**src/logic/pdc_consts.svh**
```systemverilog
// Offsets, field positions, reset values and figures of the power-down configuration bank
`ifndef PDC_CONSTS_SVH
`define PDC_CONSTS_SVH

`define PDC_ADDR_W 16
`define PDC_OFS_LOCK_CFG 16'h0069
`define PDC_OFS_OSC_CFG 16'h006a
`define PDC_OFS_PUMP_CFG 16'h006c
`define PDC_OFS_INPUT_DIS 16'h006d
`define PDC_OFS_LOCK_DBL 16'h006e
`define PDC_OFS_OUTPUT_DIS 16'h006f
`define PDC_OFS_BLOCK_DIS 16'h0070

`define PDC_BIT_LOCK_OVERRIDE 0
`define PDC_BIT_COUNTER_LEN 1
`define PDC_LSB_MANUAL_LOCK 0
`define PDC_LSB_OSC_SEL 5
`define PDC_LSB_PUMP 0
`define PDC_BIT_DOUBLER_OFF 0
`define PDC_BIT_RELEASE_MODE 1
`define PDC_BIT_CAL_HOLD 0
`define PDC_BIT_DSM_OFF 1
`define PDC_BIT_DPLL_OFF 2

`define PDC_RST_LOCK_OVERRIDE 1'b0
`define PDC_RST_COUNTER_LEN 1'b1
`define PDC_RST_OSC_SEL 3'h1
`define PDC_RST_MANUAL_LOCK 5'h0b
`define PDC_RST_PUMP 5'h00
`define PDC_OSC_ZERO 3'h0
`define PDC_OSC_ONE 3'h1

`define PDC_ACC_SHORT 5'h10
`define PDC_ACC_LONG 5'h14
`define PDC_PUMP_STEP_UA 12'h06e
`define PDC_PUMP_HALF_UA 12'h037

`endif

```
**src/logic/pdc_pkg.sv**
```systemverilog
// Types shared by the power-down configuration bank
`default_nettype none
package pdc_pkg;

	typedef struct packed {
		logic lock_override_sel;
		logic lock_counter_length;
		logic [2:0] manual_osc_sel;
		logic [4:0] manual_lock_value;
		logic [4:0] pump_current_code;
		logic alarm_release_mode;
		logic crystal_doubler_off;
		logic digital_loop_off;
		logic delta_sigma_off;
		logic calibration_hold;
	} pdc_pll_ctrl_t;

	typedef struct packed {
		logic wr_en;
		logic rd_en;
		logic [15:0] addr;
		logic [7:0] wdata;
	} pdc_reg_req_t;

endpackage : pdc_pkg

`default_nettype wire

```
**src/logic/pdc_bank.sv**
```systemverilog
// Power-down and analog PLL configuration register bank
// Operation
// - Lock override resets to 0 for automatic locking; 1 selects manual locking.
// - Oscillator select resets to 001; 000 first, 001 second, others reserved.
// - Five-bit manual lock value drives the oscillator in manual mode, resets 01011.
// - Pump current code resets 00000; each code maps to a fixed current.
// - Reserved bits must be written zero; their read value is undefined; this bank reads them as zero.
// - Each input reference disable bit resets 0; 1 disables that reference.
// - Release mode 0 clears alarm on lock; 1 also waits for stable outputs.
// - Doubler disable 0 uses twice crystal frequency; 1 uses it undoubled.
// - Output pair disable resets 0; 1 disables its logic and tristates driver.
// - Digital loop disable resets 0; writing 1 disables the digital loop.
// - Modulator disable resets 0; writing 1 disables the delta-sigma modulator.
// - Calibration hold resets 0; writing 1 holds calibration logic disabled.
// - Counter length selects 16-bit (0) or 20-bit (1) accumulator; resets 1.
`timescale 1ns/1ps
`default_nettype none
`include "pdc_consts.svh"

module pdc_bank
	import pdc_pkg::*;
#(
	parameter int NUM_INPUTS = 2,
	parameter int NUM_OUTPUTS = 4
)
(
	// Clock and reset
	input wire logic clk,
	input wire logic rst,
	// Register port from the serial interface logic
	input wire pdc_reg_req_t reg_req,
	output logic [7:0] reg_rdata,
	// Analog status, asynchronous to clk
	input wire logic pll_locked,
	input wire logic outputs_stable,
	// Controls to the clock path
	output pdc_pll_ctrl_t pll_ctrl,
	output logic [NUM_INPUTS-1:0] ref_input_off,
	output logic [NUM_OUTPUTS-1:0] output_pair_off,
	output logic [NUM_OUTPUTS-1:0] output_drive_oe_n,
	output logic [4:0] lock_acc_width,
	output logic [11:0] pump_current_ua,
	output logic osc_one_active,
	output logic loss_of_lock_alarm
);

	// Refused while elaborating: one data byte holds at most eight channel bits
	if (NUM_INPUTS < 1 || NUM_INPUTS > 8 || NUM_OUTPUTS < 1 || NUM_OUTPUTS > 8)
	begin : g_bad_counts
		$error("pdc_bank: channel counts must be 1 to 8");
	end

	pdc_pll_ctrl_t ctrl, next_ctrl;
	logic [NUM_INPUTS-1:0] in_off, next_in_off;
	logic [NUM_OUTPUTS-1:0] out_off, next_out_off;
	logic [7:0] next_rdata;
	logic lock_meta, lock_sync, stable_meta, stable_sync;
	logic alarm, next_alarm;
	logic [11:0] pump_ua, next_pump_ua;
	logic [4:0] acc_w, next_acc_w;
	logic osc_one, next_osc_one;

	// Codes 0-15 step 110 uA; codes 16-31 step 165 uA (half step more)
	function automatic logic [11:0] pump_lookup(input logic [4:0] code);
		logic [11:0] steps;
		steps = {8'h00, code[3:0]} + 12'h001;
		if (code[4])
			pump_lookup = 12'(steps * `PDC_PUMP_STEP_UA + steps * `PDC_PUMP_HALF_UA);
		else
			pump_lookup = 12'(steps * `PDC_PUMP_STEP_UA);
	endfunction : pump_lookup

	// Register writes and read mux; undefined bits answer zero
	always_comb
	begin
		next_ctrl = ctrl;
		next_in_off = in_off;
		next_out_off = out_off;
		next_rdata = 8'h00;
		if (reg_req.wr_en)
		begin
			if (reg_req.addr == `PDC_OFS_LOCK_CFG)
			begin
				next_ctrl.lock_override_sel = reg_req.wdata[`PDC_BIT_LOCK_OVERRIDE];
				next_ctrl.lock_counter_length = reg_req.wdata[`PDC_BIT_COUNTER_LEN];
			end
			else if (reg_req.addr == `PDC_OFS_OSC_CFG)
			begin
				next_ctrl.manual_osc_sel = reg_req.wdata[`PDC_LSB_OSC_SEL +: 3];
				next_ctrl.manual_lock_value = reg_req.wdata[`PDC_LSB_MANUAL_LOCK +: 5];
			end
			else if (reg_req.addr == `PDC_OFS_PUMP_CFG)
				next_ctrl.pump_current_code = reg_req.wdata[`PDC_LSB_PUMP +: 5];
			else if (reg_req.addr == `PDC_OFS_INPUT_DIS)
				next_in_off = reg_req.wdata[NUM_INPUTS-1:0];
			else if (reg_req.addr == `PDC_OFS_LOCK_DBL)
			begin
				next_ctrl.alarm_release_mode = reg_req.wdata[`PDC_BIT_RELEASE_MODE];
				next_ctrl.crystal_doubler_off = reg_req.wdata[`PDC_BIT_DOUBLER_OFF];
			end
			else if (reg_req.addr == `PDC_OFS_OUTPUT_DIS)
				next_out_off = reg_req.wdata[NUM_OUTPUTS-1:0];
			else if (reg_req.addr == `PDC_OFS_BLOCK_DIS)
			begin
				next_ctrl.digital_loop_off = reg_req.wdata[`PDC_BIT_DPLL_OFF];
				next_ctrl.delta_sigma_off = reg_req.wdata[`PDC_BIT_DSM_OFF];
				next_ctrl.calibration_hold = reg_req.wdata[`PDC_BIT_CAL_HOLD];
			end
		end
		// Reserved bits are not stored, so they always read as zero
		if (reg_req.addr == `PDC_OFS_LOCK_CFG)
		begin
			next_rdata[`PDC_BIT_LOCK_OVERRIDE] = ctrl.lock_override_sel;
			next_rdata[`PDC_BIT_COUNTER_LEN] = ctrl.lock_counter_length;
		end
		else if (reg_req.addr == `PDC_OFS_OSC_CFG)
		begin
			next_rdata[`PDC_LSB_OSC_SEL +: 3] = ctrl.manual_osc_sel;
			next_rdata[`PDC_LSB_MANUAL_LOCK +: 5] = ctrl.manual_lock_value;
		end
		else if (reg_req.addr == `PDC_OFS_PUMP_CFG)
			next_rdata[`PDC_LSB_PUMP +: 5] = ctrl.pump_current_code;
		else if (reg_req.addr == `PDC_OFS_INPUT_DIS)
			next_rdata[NUM_INPUTS-1:0] = in_off;
		else if (reg_req.addr == `PDC_OFS_LOCK_DBL)
		begin
			next_rdata[`PDC_BIT_RELEASE_MODE] = ctrl.alarm_release_mode;
			next_rdata[`PDC_BIT_DOUBLER_OFF] = ctrl.crystal_doubler_off;
		end
		else if (reg_req.addr == `PDC_OFS_OUTPUT_DIS)
			next_rdata[NUM_OUTPUTS-1:0] = out_off;
		else if (reg_req.addr == `PDC_OFS_BLOCK_DIS)
		begin
			next_rdata[`PDC_BIT_DPLL_OFF] = ctrl.digital_loop_off;
			next_rdata[`PDC_BIT_DSM_OFF] = ctrl.delta_sigma_off;
			next_rdata[`PDC_BIT_CAL_HOLD] = ctrl.calibration_hold;
		end
		if (!reg_req.rd_en)
			next_rdata = reg_rdata;
	end

	always_ff @(posedge clk)
	begin
		if (rst)
		begin
			ctrl.lock_override_sel <= `PDC_RST_LOCK_OVERRIDE;
			ctrl.lock_counter_length <= `PDC_RST_COUNTER_LEN;
			ctrl.manual_osc_sel <= `PDC_RST_OSC_SEL;
			ctrl.manual_lock_value <= `PDC_RST_MANUAL_LOCK;
			ctrl.pump_current_code <= `PDC_RST_PUMP;
			ctrl.alarm_release_mode <= 1'b0;
			ctrl.crystal_doubler_off <= 1'b0;
			ctrl.digital_loop_off <= 1'b0;
			ctrl.delta_sigma_off <= 1'b0;
			ctrl.calibration_hold <= 1'b0;
			in_off <= '0;
			out_off <= '0;
			reg_rdata <= 8'h00;
		end
		else
		begin
			ctrl <= next_ctrl;
			in_off <= next_in_off;
			out_off <= next_out_off;
			reg_rdata <= next_rdata;
		end
	end

	// Status pins cross in from the analog side
	always_ff @(posedge clk)
	begin
		if (rst)
		begin
			lock_meta <= 1'b0;
			lock_sync <= 1'b0;
			stable_meta <= 1'b0;
			stable_sync <= 1'b0;
		end
		else
		begin
			lock_meta <= pll_locked;
			lock_sync <= lock_meta;
			stable_meta <= outputs_stable;
			stable_sync <= stable_meta;
		end
	end

	// Derived controls, registered so outputs come from flip-flops
	always_comb
	begin
		next_alarm = !(lock_sync && (!ctrl.alarm_release_mode || stable_sync));
		next_acc_w = ctrl.lock_counter_length ? `PDC_ACC_LONG : `PDC_ACC_SHORT;
		next_pump_ua = pump_lookup(ctrl.pump_current_code);
		// Reserved codes fall back to the first oscillator
		next_osc_one = (ctrl.manual_osc_sel == `PDC_OSC_ONE);
	end

	always_ff @(posedge clk)
	begin
		if (rst)
		begin
			alarm <= 1'b1;
			acc_w <= `PDC_ACC_LONG;
			pump_ua <= `PDC_PUMP_STEP_UA;
			osc_one <= 1'b1;
		end
		else
		begin
			alarm <= next_alarm;
			acc_w <= next_acc_w;
			pump_ua <= next_pump_ua;
			osc_one <= next_osc_one;
		end
	end

	assign pll_ctrl = ctrl;
	assign ref_input_off = in_off;
	assign output_pair_off = out_off;
	assign output_drive_oe_n = out_off;
	assign lock_acc_width = acc_w;
	assign pump_current_ua = pump_ua;
	assign osc_one_active = osc_one;
	assign loss_of_lock_alarm = alarm;

endmodule : pdc_bank

`default_nettype wire

```
**config.mk**
```make
export PLATFORM = sky130hd
export DESIGN_NAME = pdc_bank
export DESIGN_NICKNAME = d
export VERILOG_FILES = /design/src/logic/pdc_pkg.sv /design/src/logic/pdc_bank.sv
export VERILOG_INCLUDE_DIRS = /design/src /design/src/logic
export SDC_FILE = /design/constraint.sdc
export NUM_CORES = 1
export LEC_CHECK = 0
export BUFFER_PORTS_ARGS = -buffer_cell sky130_fd_sc_hd__buf_2
export CORE_AREA = 5 5 72 122
export DETAILED_ROUTE_END_ITERATION = 8
export DIE_AREA = 0 0 77 127
export PLACE_DENSITY = 0.73
export RECOVER_POWER = 25
export SLEW_MARGIN = 10
export SYNTH_ARGS = -nofsm -noshare
export SYNTH_HDL_FRONTEND = slang
export SYNTH_SLANG_ARGS = --single-unit
```
**constraint.sdc**
```tcl
create_clock -name clk -period 18.15 [get_ports clk]
set_input_delay 0.9075 -clock clk [delete_from_list [all_inputs] [get_ports clk]]
set_output_delay 0.9075 -clock clk [all_outputs]
set_load 0.02 [all_outputs]
```
; Yosys cells after proc, flatten, opt, wreduce, memory -nomap -nowiden
; Cells that the tools add are included.
[word_totals]
reg_bits = 57
input_bits = 30
out_inout_bits = 57
wordCells = 68
[classes]
addsub = 2
mul = 2
n_eq_ne = 8
muxes = 15
bitwise = 7
n_reduce_logical = 12
[op_table]
columns = op, count
row1 = $eq 16x7->1 const B, 7
row2 = $mul 5x6->11 const B, 2
row3 = $add 12x11->12, 1
row4 = $mux 12, 1
row5 = $mux 3, 4
row6 = $mux 2, 5
row7 = $reduce_and 8->1, 1
row8 = $not 1->1, 7
row9 = $reduce_and 7->1, 1
row10 = $mux 6, 1
row11 = $reduce_and 6->1, 1
row12 = $add 4x1->5 const B, 1
row13 = $mux 5, 1
row14 = $reduce_and 5->1, 1
row15 = $mux 4, 1
row16 = $reduce_and 4->1, 1
row17 = $eq 3x1->1 const B, 1
row18 = $reduce_and 3->1, 1
row19 = $logic_not 1->1, 2
row20 = $mux 1, 2
row21 = $reduce_and 2->1, 1
row22 = $reduce_or 2->1, 1
row23 = $logic_and 1x1->1, 1
row24 = $logic_or 1x1->1, 1

; Depth between registers and ports, before layout
[logic_depth]
word_depth = 8
mapped_depth = 24
ltp_nobuf = 23

; Worst setup path before layout
; OpenSTA, ideal clock, no wires.
[synth_timing]
kind = reg-to-reg
startpoint = register ctrl (netlist bit pll_ctrl[5])
endpoint = register pump_ua[11], in the netlist pump_current_ua[11]
setup_time_ns = 0.128
arrival_time_ns = 5.789
t_required_ns = 18.022
path_slack_ns = 12.234
stages_incl_launch_ff = 25
path_buffers = 1
synth_period_minus_slack_ns = 5.916
cell_sequence = dfxtp_1 > clkbuf_1 > nand3_1 > xnor2_1 > inv_1 > fa_1 > ha_1 > inv_1 > fa_1 > inv_1 > ha_1 > a21oi_1 > xnor2_1 > ha_1 > fa_1 > inv_1 > fa_1 > inv_1 > ha_1 > nand3_1 > o2111ai_1 > a21oi_1 > nor3b_1 > xnor2_1 > nor2_1
[synth_via]
elab_chain_len = 4
word_cells_on_any_way = 5
cone_classes = add/sub (2) / mul (2) / mux (1)
[synth_rtl]
columns = element, line_no
row1 = "start, declared", pdc_bank.sv:53  ; pdc_pll_ctrl_t ctrl, next_ctrl;
row2 = "start signal, assigned", pdc_bank.sv:162  ; ctrl <= next_ctrl;
row3 = $add 4x1->5 *, pdc_bank.sv:66  ; steps = {8'h00, code[3:0]} + 12'h001;
row4 = $mul 5x6->11 (no source line), --
row5 = $add 12x11->12 (no source line), --
row6 = $mux 12 *, pdc_bank.sv:67  ; if (code[4])
row7 = "end signal, assigned", pdc_bank.sv:204  ; pump_ua <= `PDC_PUMP_STEP_UA;
row8 = "end signal, assigned", pdc_bank.sv:211  ; pump_ua <= next_pump_ua;
row9 = "end, declared", pdc_bank.sv:59  ; logic [11:0] pump_ua, next_pump_ua;
; Every way passes the cells marked *; elsewhere a longest branch is shown, timed or not.
; A chain may end at the register's enable or synchronous reset.

; Final worst setup path
; Same ends and word-level chain as after synthesis.

==> impl_metrics.csv <==
group,metric,value,unit
final_layout,drive_gt1_frac,0.1705,
clock_network,clk_latency,300,ps
clock_network,cts_setup_buffers,0,
global_route,grt_use_total,0.1994,
synthesis,yosys_warnings,0,
clock_network,numCtsBuffers,5,
clock_network,clk_pin_slew,80,ps
placement,dp_hpwl,7.595,mm
clock_network,cts_root_buffer,"clkbuf_16",
final_layout,regArea,1061,µm²
synthesis,ys_seq_area_frac,0.2867,
sta,post-route-period-util,0.3506,
sta,max_freq,0.1572,GHz
clock_network,ctsResizeCount,0,
floorplanning,initial_core_util,0.4857,
hold_path,min_to,"loss_of_lock_alarm$_SDFF_PP1_",
drt,drtPass1Iterations,4,
final_layout,nets,562,
worst_setup_path,worstPathArrival,6480,ps
sta,drv_slew,43,
synthesis,syn_avg_cell_area,9.161,µm²
final_layout,fillers,677,
pwr,p_per_area,57.66,nW/µm²
sta,setup_viol,0,
global_route,grt_first_pass_wirelength,15.56,mm
hold_path,min_path_type,"reg -> reg",
worst_setup_path,reg2reg_depth,22,
global_route,antenna_found_initial,0,
run,maxCapViolCount,1,
synthesis,synth_cells,404,
global_route,gr-total-overflow,0,
sta,hold_viol,0,
floorplanning,fp.dieW,77,µm
outcome,status,"finished with violations",
worst_setup_path,end_kind,"flip-flop",
drt,drtIter0Drc,131,
sta,rsz0062_at_grt,"false",
placement,gp_congestion,0.8646,
drt,vias,3128,
worst_setup_path,start_kind,"flip-flop",
worst_setup_path,cp-startpoint,"pll_ctrl[5]$_SDFFE_PP0P_",
synthesis,synth_edf_count,0,
clock_network,clockBufferDepth,2,
pwr,leakage,2.167,nW
worst_setup_path,r2r_slack,11790,ps
drt,drc_errors,0,
hold_path,hp-start,"lock_sync$_SDFF_PP0_",
synthesis,ys.flop_type,"dfxtp_1",
drt,antenna_left,0,
final_layout,antenna_cells,0,
sta,timing.slew.headroom,-0.2516,
final_layout,area_delta_synth_final,15.11,%
floorplanning,io_pins,87,
worst_setup_path,worstSetupPathType,"reg -> reg",
drt,drt-vias-per-instance,5.556,
worst_setup_path,r2r_start,"pll_ctrl[5]$_SDFFE_PP0P_",
placement,io_buffers,82,
sta,tns,0,ps
synthesis,async_flop_share,0,
worst_setup_path,critPathMaxFanout,10,
final_layout,multi_input_area,2392,µm²
synthesis,ys_types,55,
sta,worst_pin_slew,1877,ps
worst_setup_path,reg2reg_to,"pump_current_ua[11]$_SDFF_PP0_",
synthesis,ys_ff_latch,53,
clock_network,cts_hold_buf,0,
sta,period_needed,6363,ps
clock_network,htreeDepth,2,
floorplanning,dieArea,9779,µm²
floorplanning,fp-row-count,42,
pwr,power,0.2457,mW
pwr,ir_drop,49.86,µV
global_route,grt_pass1_vias,3322,
worst_setup_path,cp_data_required_time,18270,ps
synthesis,syn_area,3701,µm²
drt,wl_per_cell,16.77,µm
clock_network,tritoncts,"yes",
hold_path,hold_depth,1,
floorplanning,core_area,7620,µm²
drt,drt-total-wl,9.441,mm
clock_network,cts_sinks,53,
global_route,grt_max_degree,43,
floorplanning,die_h,127,µm
sta,fin_worst_skew,3.711,ps
outcome,violations,"capacitance limit, slew limit",
-- synthesized netlist by cell type, types with 2 or more instances --
| cell type | number | share of area |
|---|---|---|
| and2_1 | 2 | 0.0034 |
| nand2b_1 | 4 | 0.0068 |
| nor3_1 | 5 | 0.0068 |
| and4b_1 | 2 | 0.0054 |
| or2_2 | 2 | 0.0034 |
| nand2_1 | 33 | 0.033 |
| inv_1 | 36 | 0.037 |
| nand3b_1 | 3 | 0.0061 |
| nor3b_1 | 2 | 0.0041 |
| nand4_1 | 5 | 0.0085 |
| conb_1 | 2 | 0.0020 |
| xnor2_1 | 11 | 0.026 |
| o21ai_0 | 8 | 0.011 |
| a22oi_1 | 2 | 0.0041 |
| o41ai_1 | 3 | 0.0071 |
| clkbuf_1 | 11 | 0.011 |
| nor2_1 | 39 | 0.040 |
| nor2b_1 | 8 | 0.014 |
| fa_1 | 17 | 0.092 |
| mux2i_1 | 30 | 0.081 |
| nor3_2 | 2 | 0.0054 |
| a31oi_1 | 2 | 0.0034 |
| xor2_1 | 8 | 0.019 |
| and3_1 | 4 | 0.0068 |
| a21o_1 | 4 | 0.0081 |
| a22o_1 | 4 | 0.0095 |
| dfxtp_1 | 53 | 0.29 |
| ha_1 | 41 | 0.14 |
| a21oi_1 | 16 | 0.022 |
| or4_1 | 2 | 0.0041 |
| o211ai_1 | 5 | 0.010 |
| or4_4 | 2 | 0.0061 |
| nand3_1 | 7 | 0.0095 |
| buf_4 | 8 | 0.016 |
-- critical path, stage by stage (launching register included) --
cell and delay (ps):
dfxtp_1 570, ha_1 280, xor2_1 430, fa_1 550
ha_1 300, inv_1 50, fa_1 500, inv_1 40
ha_1 330, a21oi_1 260, xnor2_1 200, ha_1 300
fa_1 480, inv_1 50, fa_1 520, inv_1 40
ha_1 340, nand3_1 110, o2111ai_1 260, a21oi_1 110
nor3b_1 250, xnor2_1 150, nor2_1 50
-- sequential cells by signal, indices dropped and copies added (netlist names) --
name	flops
pll_ctrl	20
pump_current_ua	12
reg_rdata	8
output_drive_oe_n	4
ref_input_off	2
lock_acc_width	1
lock_meta	1
lock_sync	1
loss_of_lock_alarm	1
osc_one_active	1
stable_meta	1
stable_sync	1
-- layout make-up --
type,instances,area share
well taps,88,0.02584
multi-input cells,295,0.5615
clock inverters,3,0.01175
inverters,37,0.03260
flip-flops and latches,53,0.2490
clock buffers,5,0.02937
repair buffers,82,0.08987
-- kinds of logic (layout without fill, tap and decap cells) --
kind of cell | after synthesis | after routing | synth area share
AND/OR/NAND/NOR | 128 | 128 | 0.1839
XOR/XNOR | 19 | 19 | 0.04496
other | 2 | 4 | 0.002029
AO/OA/AOI/OAI | 56 | 56 | 0.1018
flip-flops | 53 | 53 | 0.2867
multiplexers | 30 | 30 | 0.08114
adder cells (fa/ha/maj) | 58 | 58 | 0.2306
buffers and inverters | 58 | 127 | 0.06896
-- cell usage in the layout, fill, tap and decap left out, drive strengths merged, types with 5 or more instances in the layout --
cell,n
nand4,5
a21oi,16
nand2,34
mux2i,30
dfxtp,53
xor2,8
nor2,41
xnor2,11
nor3,7
nor2b,8
ha,41
clkbuf,27
inv,37
buf,60
fa,17
o21ai,10
nand3,7
o211ai,5
-- stage by stage --
stage	instances	instance area [µm²]	setup WS (ps)	hold slack [ps]	utilization
6_report	563	4260	11790	408.7	0.5591
5_1_grt	563	4260	11330	430.9	0.5591
4_1_cts	563	4288	11830	413.5	0.5627
3_5_place_dp	555	4113	11840	395.9	0.5397
3_3_place_gp	555	4113	12040	390.5	0.5397
2_1_floorplan	406	3709	12230	383.0	-
-- power by group --
group	leakage, nW	switching, mW	internal [mW]	total (mW)
combinational	1.65	0.00887	0.00440	0.0133
sequential	0.429	0.000326	0.117	0.117
clock	0.0859	0.0486	0.0665	0.115
-- how the worst max path moves through the flow --
stage,end,cells after the start
finish,pump_current_ua[11]$_SDFF_PP0_,22
global placement,pump_current_ua[11]$_SDFF_PP0_,22
global route,pump_current_ua[11]$_SDFF_PP0_,22
detailed placement,pump_current_ua[11]$_SDFF_PP0_,22
CTS,pump_current_ua[11]$_SDFF_PP0_,22
floorplan,pump_current_ua[11]$_SDFF_PP0_,24
-- per-layer routing --
metal / GRT usage / vias up / routed length, µm
met5: 0 / - / 0
met4: 0.1346 / 0 / 602
met3: 0.02958 / 35 / 493
met2: 0.3841 / 119 / 5197
met1: 0.1880 / 1464 / 3147
li1: - / 1510 / -
Note: power is estimated with default switching activity, not from simulation.
